## src/serdes_pkg.sv

```systemverilog
package serdes_pkg;
    typedef enum logic [1:0] {DIV_BYPASS, DIV_BY2, DIV_BY4} div_mode_e;
    typedef enum logic {FMT_TWO_WIRE, FMT_ONE_WIRE} out_fmt_e;

    localparam int CHANNELS = 4;
    localparam int WORD_BITS = 14;
    localparam int HALF_BITS = 7;
    localparam int FIFO_DEPTH = 8;

    localparam out_fmt_e RST_FMT = FMT_TWO_WIRE;
    localparam div_mode_e RST_DIV = DIV_BYPASS;
    localparam logic [1:0] DIV_CNT_RST = 2'h0;
    localparam logic [3:0] LAST_ONE_WIRE = 4'hd;
    localparam logic [3:0] LAST_TWO_WIRE = 4'h6;
    localparam logic [3:0] IDX_RST = LAST_TWO_WIRE;
    localparam logic [3:0] FRAME_HI_ONE = 4'h7;
    localparam logic [3:0] FRAME_HI_TWO = 4'h4;
    localparam logic [1:0] DIV_LAST_BYPASS = 2'h0;
    localparam logic [1:0] DIV_LAST_BY2 = 2'h1;
    localparam logic [1:0] DIV_LAST_BY4 = 2'h3;

    function automatic logic [1:0] div_last(input div_mode_e m);
        case (m)
            DIV_BY2: div_last = DIV_LAST_BY2;
            DIV_BY4: div_last = DIV_LAST_BY4;
            default: div_last = DIV_LAST_BYPASS;
        endcase
    endfunction
endpackage

```

## src/word_stream_if.sv

```systemverilog
`timescale 1ns/1ps
interface word_stream_if #(parameter int W = 56);
    logic valid;
    logic ready;
    logic [W-1:0] data;
    modport src (output valid, output data, input ready);
    modport snk (input valid, input data, output ready);
endinterface

```

## src/lane_shifter.sv

```systemverilog
`timescale 1ns/1ps
module lane_shifter #(
    parameter int W = 14
) (
    // clock and reset
    input wire logic sys_clk,
    input wire logic arst_n,
    // control
    input wire logic load,
    input wire logic shift,
    input wire logic [W-1:0] load_data,
    // differential lane
    output logic lane_pos_ff,
    output logic lane_neg_ff
);
    logic [W-1:0] shreg_ff;

    always_ff @(posedge sys_clk or negedge arst_n) begin
        if (!arst_n) begin
            shreg_ff <= '0;
            lane_pos_ff <= 1'b0;
            lane_neg_ff <= 1'b1;
        end else if (load) begin
            shreg_ff <= load_data >> 1;
            lane_pos_ff <= load_data[0];
            lane_neg_ff <= ~load_data[0];
        end else if (shift) begin
            shreg_ff <= shreg_ff >> 1;
            lane_pos_ff <= shreg_ff[0];
            lane_neg_ff <= ~shreg_ff[0];
        end
    end
endmodule

```

## src/quad_adc_lvds_serializer.sv

```systemverilog
`timescale 1ns/1ps
module quad_adc_lvds_serializer
    import serdes_pkg::*;
#(
    parameter int NCH = serdes_pkg::CHANNELS,
    parameter int DEPTH = serdes_pkg::FIFO_DEPTH
) (
    // clock and reset
    input wire logic sys_clk,
    input wire logic arst_n,
    // converted samples, one word per channel
    input wire logic sample_valid,
    output logic sample_ready,
    input wire logic [NCH*serdes_pkg::WORD_BITS-1:0] sample_data,
    // configuration
    input wire serdes_pkg::out_fmt_e format_sel,
    input wire serdes_pkg::div_mode_e div_sel,
    input wire logic sync_buffer_powerdown,
    // sync reference receiver
    input wire logic sync_reference_pos,
    input wire logic sync_reference_neg,
    // data lanes
    output logic [NCH-1:0] upper_lane_pos,
    output logic [NCH-1:0] upper_lane_neg,
    output logic [NCH-1:0] lower_lane_pos,
    output logic [NCH-1:0] lower_lane_neg,
    // clocks to the receiver
    output logic bit_clk_pos_ff,
    output logic bit_clk_neg_ff,
    output logic frame_clk_pos_ff,
    output logic frame_clk_neg_ff,
    output logic div_clk_ff,
    // status
    output logic underrun_ff,
    output serdes_pkg::out_fmt_e format_ff
);
    import serdes_pkg::*;

    localparam int WW = NCH * WORD_BITS;

    word_stream_if #(.W(WW)) head ();

    div_mode_e div_mode_ff;
    logic [1:0] div_cnt_ff;
    logic [1:0] nxt_div_cnt;
    logic [1:0] cur_div_last;
    logic [3:0] idx_ff;
    logic [3:0] nxt_idx;
    logic [3:0] cur_last;
    logic [3:0] frame_hi;
    logic sync_in;
    logic sync_d_ff;
    logic sync_rise;
    logic step;
    logic frame_end;
    logic load_one_wire;
    logic [WW-1:0] load_word;

    sample_fifo #(.W(WW), .DEPTH(DEPTH)) u_fifo (
        .sys_clk(sys_clk),
        .arst_n(arst_n),
        .in_valid(sample_valid),
        .in_ready(sample_ready),
        .in_data(sample_data),
        .out(head.src)
    );

    // sync receiver; powered-down buffer reads as a steady low
    assign sync_in = sync_reference_pos && !sync_reference_neg &&
        !sync_buffer_powerdown;

    always_ff @(posedge sys_clk or negedge arst_n) begin
        if (!arst_n) begin
            sync_d_ff <= 1'b0;
        end else begin
            sync_d_ff <= sync_in;
        end
    end

    // every rising edge realigns, so one-shot and periodic both work
    assign sync_rise = sync_in && !sync_d_ff;

    // input clock divider; one step is one bit clock edge
    assign cur_div_last = div_last(div_mode_ff);
    assign step = (div_cnt_ff == cur_div_last);

    always_comb begin
        if (sync_rise) begin
            nxt_div_cnt = DIV_CNT_RST;
        end else if (step) begin
            nxt_div_cnt = DIV_CNT_RST;
        end else begin
            nxt_div_cnt = div_cnt_ff + 2'h1;
        end
    end

    // re-phasing only delays the next step, no bit is dropped
    always_ff @(posedge sys_clk or negedge arst_n) begin
        if (!arst_n) begin
            div_cnt_ff <= DIV_CNT_RST;
        end else begin
            div_cnt_ff <= nxt_div_cnt;
        end
    end

    // divided clock: falls when the counter wraps to zero; in bypass it toggles every cycle
    always_ff @(posedge sys_clk or negedge arst_n) begin
        if (!arst_n) begin
            div_clk_ff <= 1'b0;
        end else if (div_mode_ff == DIV_BYPASS) begin
            div_clk_ff <= ~div_clk_ff;
        end else begin
            div_clk_ff <= (nxt_div_cnt > (cur_div_last >> 1));
        end
    end

    // word position
    assign cur_last = (format_ff == FMT_ONE_WIRE) ? LAST_ONE_WIRE :
        LAST_TWO_WIRE;
    assign frame_end = step && (idx_ff == cur_last);
    assign nxt_idx = frame_end ? 4'h0 : idx_ff + 4'h1;

    always_ff @(posedge sys_clk or negedge arst_n) begin
        if (!arst_n) begin
            idx_ff <= IDX_RST;
        end else if (step) begin
            idx_ff <= nxt_idx;
        end
    end

    // settings only move between words
    always_ff @(posedge sys_clk or negedge arst_n) begin
        if (!arst_n) begin
            format_ff <= RST_FMT;
            div_mode_ff <= RST_DIV;
        end else if (frame_end) begin
            format_ff <= format_sel;
            div_mode_ff <= div_sel;
        end
    end

    // empty fifo sends a zero word rather than stalling the link
    assign head.ready = frame_end;
    assign load_word = head.valid ? head.data : '0;
    assign load_one_wire = (format_sel == FMT_ONE_WIRE);

    always_ff @(posedge sys_clk or negedge arst_n) begin
        if (!arst_n) begin
            underrun_ff <= 1'b0;
        end else begin
            underrun_ff <= frame_end && !head.valid;
        end
    end

    // frame clock high over the first part of each word
    always_comb begin
        if (frame_end) begin
            frame_hi = load_one_wire ? FRAME_HI_ONE : FRAME_HI_TWO;
        end else begin
            frame_hi = (format_ff == FMT_ONE_WIRE) ? FRAME_HI_ONE :
                FRAME_HI_TWO;
        end
    end

    always_ff @(posedge sys_clk or negedge arst_n) begin
        if (!arst_n) begin
            frame_clk_pos_ff <= 1'b0;
            frame_clk_neg_ff <= 1'b1;
            bit_clk_pos_ff <= 1'b0;
            bit_clk_neg_ff <= 1'b1;
        end else if (step) begin
            frame_clk_pos_ff <= (nxt_idx < frame_hi);
            frame_clk_neg_ff <= !(nxt_idx < frame_hi);
            bit_clk_pos_ff <= ~bit_clk_pos_ff;
            bit_clk_neg_ff <= bit_clk_pos_ff;
        end
    end

    // lanes per channel
    for (genvar c = 0; c < NCH; c++) begin : g_ch
        logic [WORD_BITS-1:0] w;
        logic [WORD_BITS-1:0] lo_data;
        logic [WORD_BITS-1:0] up_data;

        assign w = load_word[c*WORD_BITS +: WORD_BITS];
        // one-wire keeps the upper lane idle low
        assign lo_data = load_one_wire ? w :
            {{HALF_BITS{1'b0}}, w[HALF_BITS-1:0]};
        assign up_data = load_one_wire ? '0 :
            {{HALF_BITS{1'b0}}, w[WORD_BITS-1:HALF_BITS]};

        lane_shifter #(.W(WORD_BITS)) u_lo (
            .sys_clk(sys_clk),
            .arst_n(arst_n),
            .load(frame_end),
            .shift(step && !frame_end),
            .load_data(lo_data),
            .lane_pos_ff(lower_lane_pos[c]),
            .lane_neg_ff(lower_lane_neg[c])
        );

        lane_shifter #(.W(WORD_BITS)) u_up (
            .sys_clk(sys_clk),
            .arst_n(arst_n),
            .load(frame_end),
            .shift(step && !frame_end),
            .load_data(up_data),
            .lane_pos_ff(upper_lane_pos[c]),
            .lane_neg_ff(upper_lane_neg[c])
        );
    end

    // checker-only step count, kept apart from idx_ff on purpose
    logic [3:0] chk_steps_ff;

    always_ff @(posedge sys_clk or negedge arst_n) begin
        if (!arst_n) begin
            chk_steps_ff <= IDX_RST;
        end else if (frame_end) begin
            chk_steps_ff <= 4'h0;
        end else if (step) begin
            chk_steps_ff <= chk_steps_ff + 4'h1;
        end
    end
endmodule

```

## src/sample_fifo.sv

```systemverilog
`timescale 1ns/1ps
module sample_fifo #(
    parameter int W = 56,
    parameter int DEPTH = 8
) (
    // clock and reset
    input wire logic sys_clk,
    input wire logic arst_n,
    // filling side
    input wire logic in_valid,
    output logic in_ready,
    input wire logic [W-1:0] in_data,
    // draining side
    word_stream_if.src out
);
    localparam int AW = $clog2(DEPTH);
    localparam logic [AW:0] DEPTH_C = (AW+1)'(DEPTH);

    logic [W-1:0] mem [DEPTH];
    logic [AW-1:0] wptr_ff;
    logic [AW-1:0] rptr_ff;
    logic [AW:0] count_ff;
    logic out_valid_ff;
    logic [W-1:0] out_data_ff;
    logic push;
    logic pop;

    // depth must be a power of two: pointers wrap naturally
    assign in_ready = (count_ff != DEPTH_C);
    assign push = in_valid && in_ready;
    assign pop = (count_ff != '0) && (!out_valid_ff || out.ready);
    assign out.valid = out_valid_ff;
    assign out.data = out_data_ff;

    always_ff @(posedge sys_clk) begin
        if (push) begin
            mem[wptr_ff] <= in_data;
        end
    end

    always_ff @(posedge sys_clk or negedge arst_n) begin
        if (!arst_n) begin
            wptr_ff <= '0;
            rptr_ff <= '0;
            count_ff <= '0;
        end else begin
            if (push) begin
                wptr_ff <= wptr_ff + 1'b1;
            end
            if (pop) begin
                rptr_ff <= rptr_ff + 1'b1;
            end
            count_ff <= count_ff + (AW+1)'(push) - (AW+1)'(pop);
        end
    end

    // head word held in a register so the drain sees flop data
    always_ff @(posedge sys_clk or negedge arst_n) begin
        if (!arst_n) begin
            out_valid_ff <= 1'b0;
            out_data_ff <= '0;
        end else if (pop) begin
            out_valid_ff <= 1'b1;
            out_data_ff <= mem[rptr_ff];
        end else if (out.ready) begin
            out_valid_ff <= 1'b0;
        end
    end
endmodule

```

## config.mk

```make
export PLATFORM = sky130hd
export DESIGN_NAME = quad_adc_lvds_serializer
export DESIGN_NICKNAME = d
export VERILOG_FILES = /design/src/serdes_pkg.sv /design/src/word_stream_if.sv /design/src/lane_shifter.sv /design/src/quad_adc_lvds_serializer.sv /design/src/sample_fifo.sv
export SDC_FILE = /design/constraint.sdc
export NUM_CORES = 1
export LEC_CHECK = 0
export ABC_AREA = 1
export ABC_CLOCK_PERIOD_IN_PS = 5300
export BUFFER_PORTS_ARGS = -buffer_cell sky130_fd_sc_hd__buf_2
export CAP_MARGIN = 30
export CORE_ASPECT_RATIO = 0.9
export CORE_UTILIZATION = 62
export DETAILED_ROUTE_END_ITERATION = 16
export PLACE_DENSITY = 0.79
export SETUP_SLACK_MARGIN = 0.15
export SLEW_MARGIN = 20
export SYNTH_ARGS = -nofsm -noshare
export SYNTH_HDL_FRONTEND = slang
export SYNTH_HIERARCHICAL = 1
export SYNTH_SLANG_ARGS = --single-unit
```

## constraint.sdc

```tcl
create_clock -name sys_clk -period 5.3 [get_ports sys_clk]
set_input_delay 1.06 -clock sys_clk [delete_from_list [all_inputs] [get_ports sys_clk]]
set_output_delay 1.06 -clock sys_clk [all_outputs]
set_load 0.03 [all_outputs]
```

# Yosys cells after proc, flatten, opt, wreduce, memory -nomap -nowiden
# Memories as Yosys holds them, arrays and structs flattened. A register that Yosys moved wholly into a read port is not among the register bits.
# Cells that the tools add are included.
[totals] register_bits=155 latchBits=0 ramBits=448 rom_bits=0 inputBits=65 output_inout_bits=24 elab_cells=161 n_memories=1
[op_classes] add_sub_neg=6 n_mul=0 n_div=0 order_cmp=2 n_eq_ne=5 shift=0 n_mux=70 bitwise=18 reduce_logical=20
[mem_list] name="u_fifo.mem" words=8 word_bits=56 rd=1 rd_ports_with_merged_regs=1 write_ports=1 line="sample_fifo.sv:19" rtl="logic [W-1:0] mem [DEPTH];"
[ops] cell="2-to-1 mux 14 bit" n=20
[ops] cell="2-to-1 mux 56 bit" n=1
[ops] cell="2-to-1 mux 1 bit" n=37
[ops] cell="2-to-1 mux 7 bit" n=4
[ops] cell="inverter 1 bit" n=18
[ops] cell="2-to-1 mux 4 bit" n=3
[ops] cell="logical AND 1 bit" n=8
[ops] cell="2-to-1 mux 2 bit" n=4
[ops] cell="zero test 1 bit" n=7
[ops] cell="adder 3 x 1 -> 3 bit, second input constant" n=2
[ops] cell="adder 4 x 1 -> 4 bit" n=1
[ops] cell="adder 4 x 1 -> 4 bit, second input constant" n=1
[ops] cell="== test 4 bit" n=1
[ops] cell="less-than comparator 4 bit" n=1
[ops] cell="!= test 4 bit, second input constant" n=1
[ops] cell="case mux 2 bit (2 select lines)" n=1
[ops] cell="nonzero test 2 bit" n=2
[ops] cell="nonzero test 4 bit" n=1
[ops] cell="subtractor 4 x 1 -> 4 bit" n=1
[ops] cell="adder 2 x 1 -> 2 bit, second input constant" n=1
[ops] cell="== test 2 x 1 -> 1 bit, second input constant" n=1
[ops] cell="== test 2 bit" n=1
[ops] cell="== test 2 bit, second input constant" n=1
[ops] cell="> comparator 2 x 1 -> 1 bit" n=1
[ops] cell="2 further kinds" n=2

# Logic depth before layout (Yosys ltp)
# Gate-level depths: netlist of the first run.
[logic_depth] depth_word=8 depth_mapped=19 depth_no_buf=18

# Hierarchy
# Netlist of the first run, hierarchy kept.
[by_module_without_submodules] module="sample_fifo" instances=1 cells_per_inst=2016 area_each_um2=21499.4 seq_area_each_um2=15129.5
[by_module_without_submodules] module="lane_shifter" instances=8 cells_per_inst=117 area_each_um2=800.8 seq_area_each_um2=376.6
[by_module_without_submodules] module="quad_adc_lvds_serializer" instances=1 cells_per_inst=258 area_each_um2=1488.9 seq_area_each_um2=405.4

# Least setup slack after synthesis of the first run
# OpenSTA, ideal clock, no wires.
[synth_timing] path_type="input-to-reg" from="input port sample_valid" to="memory u_fifo.mem[0][0] (enable)" setup_ps=470 t_arrival_ps=3837 required_ps=4830 setup_slack_ps=994 path_stages=3 path_buffers=0 path_cell_list="nand2_1 > or2_2 > nor2_1"
[synth_via] elab_chain_len=3
[synth_rtl] element="start: declaration" line="quad_adc_lvds_serializer.sv:12" rtl="input wire logic sample_valid,"
[synth_rtl] element="logical AND 1 bit" line="sample_fifo.sv:30" rtl="assign push = in_valid && in_ready;"
[synth_rtl] element="2-to-1 mux 1 bit" line="sample_fifo.sv:36" rtl="if (push) begin"
[synth_rtl] element="2-to-1 mux 1 bit (not written as such)" line="sample_fifo.sv:37" rtl="mem[wptr_ff] <= in_data;"
[synth_rtl] element="end: declaration" line="sample_fifo.sv:19"
# Every way passes these cells.

# Worst setup path in the final report of the first run
[layout_timing] from="register div_mode_ff[0]" to="register frame_clk_pos_ff"
[layout_via] elab_chain_len=6 elab_cells_between_ends=8 cone_classes="order compare: 1; eq/ne: 3; mux: 3; reduce/logical: 1"
[layout_rtl] element="start: declaration" line="quad_adc_lvds_serializer.sv:43" rtl="div_mode_e div_mode_ff;"
[layout_rtl] element="start signal: assignment" line="quad_adc_lvds_serializer.sv:138" rtl="div_mode_ff <= div_sel;"
[layout_rtl] element="== test 2 bit or == test 2 x 1 -> 1 bit (tied branches)" line="serdes_pkg.sv:23" rtl="case (m)"
[layout_rtl] element="case mux 2 bit (2 select lines) (*)" line="serdes_pkg.sv:23"
[layout_rtl] element="== test 2 bit (*)" line="quad_adc_lvds_serializer.sv:85" rtl="assign step = (div_cnt_ff == cur_div_last);"
[layout_rtl] element="logical AND 1 bit (*)" line="quad_adc_lvds_serializer.sv:120" rtl="assign frame_end = step && (idx_ff == cur_last);"
[layout_rtl] element="named net frame_end" line="quad_adc_lvds_serializer.sv:55" rtl="logic frame_end;"
[layout_rtl] element="2-to-1 mux 4 bit, on equally long branches" line="quad_adc_lvds_serializer.sv:121, quad_adc_lvds_serializer.sv:157"
[layout_rtl] element="less-than comparator 4 bit (*)" line="quad_adc_lvds_serializer.sv:172" rtl="frame_clk_pos_ff <= (nxt_idx < frame_hi);"
[layout_rtl] element="end signal: assignment" line="quad_adc_lvds_serializer.sv:172"
[layout_rtl] element="end: declaration" line="quad_adc_lvds_serializer.sv:30" rtl="output logic frame_clk_pos_ff,"
# Mark *: on every way through the listed nets, which the timed path passes. The rest lies on a longest branch.
# A chain may end at the register's enable or synchronous reset.

==> results_dict.tcl, run 1 <==
set metrics [dict create \
    synth_top_area_frac 0.4577 \
    timing.final.ws_setup_ns 2.311 \
    initial_utilization 0.6290 \
    clkSinkCount 651 \
    port-buffer-count 88 \
    grt_antenna_before_repair 5 \
    grt_overflow_total 0 \
    rsz0062_at_grt "false" \
    grt_use_total 0.2882 \
    cp.required_ns 5.83 \
    ctsResizeCount 0 \
    die_h_um 208.6 \
    nets 3351 \
    dieWidth_um 231.5 \
    drive_gt1_frac 0.07614 \
    cts-root-buf "clkbuf_16" \
    wire_per_inst_um 17.07 \
    max_stage_delay_ns 0.69 \
    p_int_mw 10.85 \
    powerDensity_mw_per_mm2 549.9 \
    nFillCells 3429 \
    crit_type "reg -> reg" \
    dieArea_sq_mm 0.04829 \
    status "complete, no violations" \
    grt_max_degree 226 \
    rows 75 \
    critPathSlowestCell "buf_4" \
    p_seq_frac 0.410 \
    io_pins 89 \
    grt_pass1_vias 20827 \
    core_area_sq_mm 0.04673 \
    place_ws_ns 2.136 \
    layout_common_cells "1364 x nand2_1, 516 x inv_1, 448 x edfxtp_1" \
    finalSetupViolCount 0 \
    period_minus_slack_ns 2.989 \
    switching_share 0.3865 \
    numCtsBuffers 66 \
    dp_hpwl_um 37220 \
    use_met3 0.05661 \
    max_slew_margin 0.1875 \
    vias 21270 \
    grt_pass1_wl_um 108800 \
    fin_skew_ns 0.01882 \
    crit_path_start_kind "flop" \
    drv_slew 0 \
    cts_buffer_depth 3 \
    final_common_cell "nand2_1" \
    ys_types 31 \
    via_per_inst 5.394 \
    crit_path_end_kind "flop" \
    path_cells "inv_1, ha_1, nor2_1, nor2_1, nor2_4, nand2_1, inv_4, buf_4, o21ai_1, inv_1, ha_1, nand2_1, inv_1, nand2_1, nand2_1, nand2_1, nand2_1, nor2_2" \
    hold_class "reg -> reg" \
    yosys-top-cells-area "edfxtp_1 46%, nand2_1 17%, dfrtp_1 16%" \
    hold_violations 0 \
    ant_nets 0 \
    power.share.clock 0.250 \
    drtIter0Drc 2646 \
    gp_congestion 0.8104 \
    arrival_ns 3.52 \
    utilization 0.6885 \
    cts.clk_slew.worst_paths_ns 0.06 \
    drc 0 \
    netlist_area_sq_mm 0.02939 \
    max_clock_freq_ghz 0.3345 \
    area_delta_synth_final_pct 9.458 \
    grtUsageMet1 0.4020 \
    dr.pass1.iters 5 \
    crit_fanout 78 \
    ys.warnings.count 6 \
    syn_area_per_cell_sq_um 9.157 \
    top_usage_layer "met2" \
    ir_worst_vdd_uv 466.6 \
    worstMarginPinSlew_ns 1.219 \
    cts_max_level 3 \
    yosysSeqAreaShare 0.6310 \
    power_mw 17.69 \
    p_comb_frac 0.340 \
    drv_cap 0 \
    ys_seq_elements 651 \
    routed_wl_um 67300 \
    grt_use_met2 0.4552 \
    clkLatencyLatePin_ns 0.61 \
    post-route-period-util 0.5640 \
    synthCells 3210 \
    path_buf_inv 5 \
    cts_setup_buffers 0 \
    cp_common_cell "nand2_1" \
    p_sw_mw 6.838 \
    cts_hold_buf 0 \
    cts_tree "built" \
    leakagePower_nw 15.44 \
    finalHoldWorstSlack_ns 0.4660 \
    synth_top_area_cell "edfxtp_1" \
    fin_setup_tns_ns 0 \
    critPathTopFamily "buffers and inverters" \
]
## worst min-delay path: cells and delay by family, from the launching register on
| kind | cells | cell delay, ns |
|---|---|---|
| flops | 1 | 0.36 |
| simple gates | 2 | 0.10 |
## synth_stat cells, drive strengths merged
cell type,instances
clkbuf,21
nand3,384
conb,1
buf,131
a21oi,1
o21ai,9
ha,13
dfrtp,191
xnor2,1
nor3,56
nor3b,1
nand4,1
or2,1
inv,531
xor2,7
dfstp,12
nand2,1366
fa,1
nor2,33
edfxtp,448
a22oi,1
## sequential cells by signal (all words and copies together), names as in the netlist, 52 cells and up
signal              cells
u_fifo/mem            448
u_fifo/out.data        56
g_ch.u_lo/shreg_ff     52
g_ch.u_up/shreg_ff     52
## final timing paths
check / startpoint / endpoint / slack, ns / depth (start not counted)
worst max-delay path: div_mode_ff[0]$_DFFE_PN0P_ / frame_clk_pos_ff$_DFFE_PN0P_ / 2.31 / 18
worst min-delay path: g_ch[0].u_up/lane_neg_ff$_DFFE_PN1P_ / g_ch[0].u_up/lane_neg_ff$_DFFE_PN1P_ / 0.47 / 2
worst max register to register: div_mode_ff[0]$_DFFE_PN0P_ / frame_clk_pos_ff$_DFFE_PN0P_ / 2.31 / 18
worst min register to register: g_ch[0].u_up/lane_neg_ff$_DFFE_PN1P_ / g_ch[0].u_up/lane_neg_ff$_DFFE_PN1P_ / 0.47 / 2
max in group asynchronous: arst_n / u_fifo/out.data[8]$_DFFE_PN0P_ / 3.74 / 2
min in group asynchronous: arst_n / g_ch[0].u_up/shreg_ff[12]$_DFFE_PN0P_ / 0.49 / 1
## logic make-up after synthesis
kind of cell | count (synthesis) | synth area share
other cells | 1 | 0.0001276
flops | 651 | 0.6310
fa+ha+maj | 14 | 0.006215
simple gates | 1842 | 0.2570
compound gates | 11 | 0.001958
xor+xnor | 8 | 0.002384
buf+inv | 683 | 0.1013
## final cells by class
class,instances,area [sq um],share of cell area
inverter,531,2004,0.06230
clock inverter,20,187.7,0.005833
tap,616,770.7,0.02395
antenna,4,10.01,0.0003111
multi-input combinational,1903,8031,0.2496
clock buffer,99,1838,0.05713
sequential,651,18560,0.5767
timing repair buffer,119,775.7,0.02411
## power groups by stage
| stage | clock network, mW | registers, mW | logic (mW) |
|---|---|---|---|
| after detailed placement | 0 | 7.32 | 5.85 |
| after CTS | 4.47 | 7.23 | 5.92 |
| final | 4.43 | 7.25 | 6.02 |
| after global placement | 0 | 7.28 | 5.61 |
| after floorplan | 0 | 7.22 | 4.61 |
| after global routing | 4.68 | 7.35 | 6.74 |
## layer usage
metal	vias up	part of all wire
met4	2	0.026
met1	10058	0.41
li1	10079	-
met3	157	0.090
met2	974	0.47
met5	-	0.00019
## through the flow
stage	area, sq um	instances
6_report	32170	3943
5_1_grt	32170	3943
4_1_cts	32100	3936
3_5_place_dp	30070	3817
3_3_place_gp	30050	3816
2_1_floorplan	29500	3237
Note: power is estimated with default switching activity, not from simulation.
==> run 2, diff against run 1 <==
- ABC_CLOCK_PERIOD_IN_PS: 5300 -> 2600
- CORE_UTILIZATION: 62 -> 57
- PLACE_DENSITY: 0.79 -> 0.77
- clock period: 5.3 -> 2.6 ns (I/O delays scaled with it)
==> run 2 against run 1 <==
Clock power is 110% higher. Utilization down 3.5 points. Critical endpoint is now u_fifo/count_ff[2]$_DFF_PN0_. Total power grew 110%. Fmax grew 24%. Final cell count increased by 2.7%. Register-to-register slack worse by 2.1 ns. Count of clock-buffer cells in the layout decreased by 11. Critical path depth is 1 lower. Die area rose by 8.7%. Largest power group unchanged. Critical path type unchanged. Flip-flop and latch count unchanged. Via count is 0.11% higher. Sequential power grew 100%.
==> results_dict.tcl, run 2 (same netlist as run 1, synthesis figures left out) <==
set metrics [dict create \
    status "complete, no violations" \
    cts_buffer_depth 3 \
    drc 0 \
    clkSinkCount 651 \
    dieWidth_um 241.4 \
    fin_area_sq_mm 0.03308 \
    cts.clk_slew.worst_paths_ns 0.06 \
    vias 21293 \
    arrival_ns 2.90 \
    hold_start "sync_buffer_powerdown" \
    hold_violations 0 \
    ir_worst_vdd_uv 819.2 \
    timing.final.ws_setup_ns 0.1842 \
    routed_wl_um 68940 \
    clkLatencyLatePin_ns 0.62 \
    layout_common_cells "1361 x nand2_1, 511 x inv_1, 448 x edfxtp_1" \
    largest_reg_flops 448 \
    final_common_cell "nand2_1" \
    post-route-period-util 0.9291 \
    via_per_inst 5.259 \
    nFillCells 3769 \
    crit_path_end_kind "flop" \
    r2r_slack_ns 0.18 \
    grt_antenna_before_repair 9 \
    regArea_sq_mm 0.01856 \
    placedCellCount 3912 \
    crit_path_start_kind "flop" \
    drv_slew 0 \
    port-buffer-count 88 \
    dr.pass1.iters 6 \
    area_delta_synth_final_pct 12.53 \
    whs_path_depth 2 \
    grt_pass1_vias 21323 \
    die_h_um 217.4 \
    max_clock_freq_ghz 0.4139 \
    ant_nets 0 \
    dieArea_sq_mm 0.05248 \
    instances_no_fill 4049 \
    rsz0062_at_grt "true" \
    hold_class "in -> reg" \
    core_area_sq_mm 0.05065 \
    initial_utilization 0.5803 \
    grt_pass1_wl_um 109900 \
    multiInputGateArea_sq_mm 0.008102 \
    rows 78 \
    io_pins 89 \
    r2r_cells 17 \
    top_register "u_fifo/mem" \
    cts_tree "built" \
    cts_max_level 3 \
    powerDensity_mw_per_mm2 1127 \
    grt_max_degree 150 \
    nets 3390 \
    dp_hpwl_um 38630 \
    worstMarginPinSlew_ns 0.7681 \
    cp.required_ns 3.08 \
    period_minus_slack_ns 2.416 \
    drive_gt1_frac 0.09456 \
    placed_area_sq_mm 0.03074 \
    wire_per_inst_um 17.03 \
    gp_congestion 0.8242 \
    numCtsBuffers 67 \
    max_slew_margin 0.4879 \
    fin_skew_ns 0.02664 \
    drtIter0Drc 2055 \
    crit_fanout 2 \
    cts-root-buf "clkbuf_16" \
    place_ws_ns 0.01959 \
    hold-path-endpoint "sync_d_ff$_DFF_PN0_" \
    drv_cap 0 \
    rr_startpoint "div_mode_ff[1]$_DFFE_PN0P_" \
    finalSetupViolCount 0 \
    fin_setup_tns_ns 0 \
    grt_use_total 0.2709 \
    crit_type "reg -> reg" \
    leakagePower_nw 15.78 \
    r2r-end "u_fifo/count_ff[2]$_DFF_PN0_" \
    grt_overflow_total 0 \
]
-- run 2: how the worst max path moves through the flow --
stage / start / end / slack, ns / cells after the start
final: div_mode_ff[1]$_DFFE_PN0P_ / u_fifo/count_ff[2]$_DFF_PN0_ / 0.18 / 17
after global routing: div_mode_ff[1]$_DFFE_PN0P_ / u_fifo/count_ff[2]$_DFF_PN0_ / 0.07 / 17
after CTS: div_mode_ff[1]$_DFFE_PN0P_ / u_fifo/count_ff[2]$_DFF_PN0_ / 0.14 / 17
after detailed placement: div_mode_ff[0]$_DFFE_PN0P_ / u_fifo/count_ff[2]$_DFF_PN0_ / 0.02 / 16
after global placement: div_mode_ff[0]$_DFFE_PN0P_ / u_fifo/count_ff[2]$_DFF_PN0_ / 0.04 / 17
after floorplan: div_mode_ff[0]$_DFFE_PN0P_ / u_fifo/count_ff[2]$_DFF_PN0_ / -0.16 / 18
-- run 2: report_power, final --
part	switching (mW)	total, mW	internal, mW
clock network	3.98	9.39	5.41
logic	9.12	13.3	4.16
registers	1.13	14.6	13.5
total	14.2	37.3	23.1
-- run 2: metal layers --
metal	part of all wire	routed length, um	track usage	vias up
li1	-	-	-	10178
met1	0.41	28110	0.3621	10066
met2	0.48	33200	0.4353	873
met3	0.081	5611	0.05228	170
met4	0.029	1986	0.1131	6
met5	0.00046	32	0	-
-- run 2: critical path: stages, from the launching register on --
cell and delay [ns]:
dfrtp_1 0.40, inv_2 0.09, ha_4 0.20, nand2_2 0.06, inv_2 0.04, nor2_4 0.11
nor2_4 0.05, nand2_4 0.07, clkinvlp_4 0.11, inv_2 0.08, nand2_4 0.06, nand2_2 0.07
inv_2 0.05, ha_4 0.26, inv_4 0.03, ha_4 0.15, fa_2 0.33, xor2_1 0.15
-- run 2: repair_timing --
action / CTS / global route
resized for setup: 9 / 5
endpoints found under the setup margin: 3 / 137
hold buffers: 1 / 0
gates cloned: 0 / 1
pin swaps: 3 / 9
setup buffers: 2 / 6
endpoints found under the hold margin: 49 / 0
-- run 2: through the flow --
stage / total power, mW / utilization / hold slack, ns
2_1_floorplan: 24.13 / - / 0.2244
3_3_place_gp: 26.94 / 0.6068 / 0.4481
3_5_place_dp: 27.54 / 0.6068 / 0.4562
4_1_cts: 37.07 / 0.6504 / 0.06346
5_1_grt: 39.56 / 0.6530 / 0.08061
6_report: 37.29 / 0.6531 / 0.08928
-- run 2: cell type report --
| cell class | count | area share |
|---|---|---|
| Clock inverter | 33 | 0.009040 |
| Clock buffer | 88 | 0.05557 |
| Antenna cell | 6 | 0.0004539 |
| Multi-Input combinational cell | 1903 | 0.2449 |
| Tap cell | 680 | 0.02572 |
| Inverter | 531 | 0.06075 |
| Timing Repair Buffer | 157 | 0.04255 |
| Sequential cell | 651 | 0.5610 |
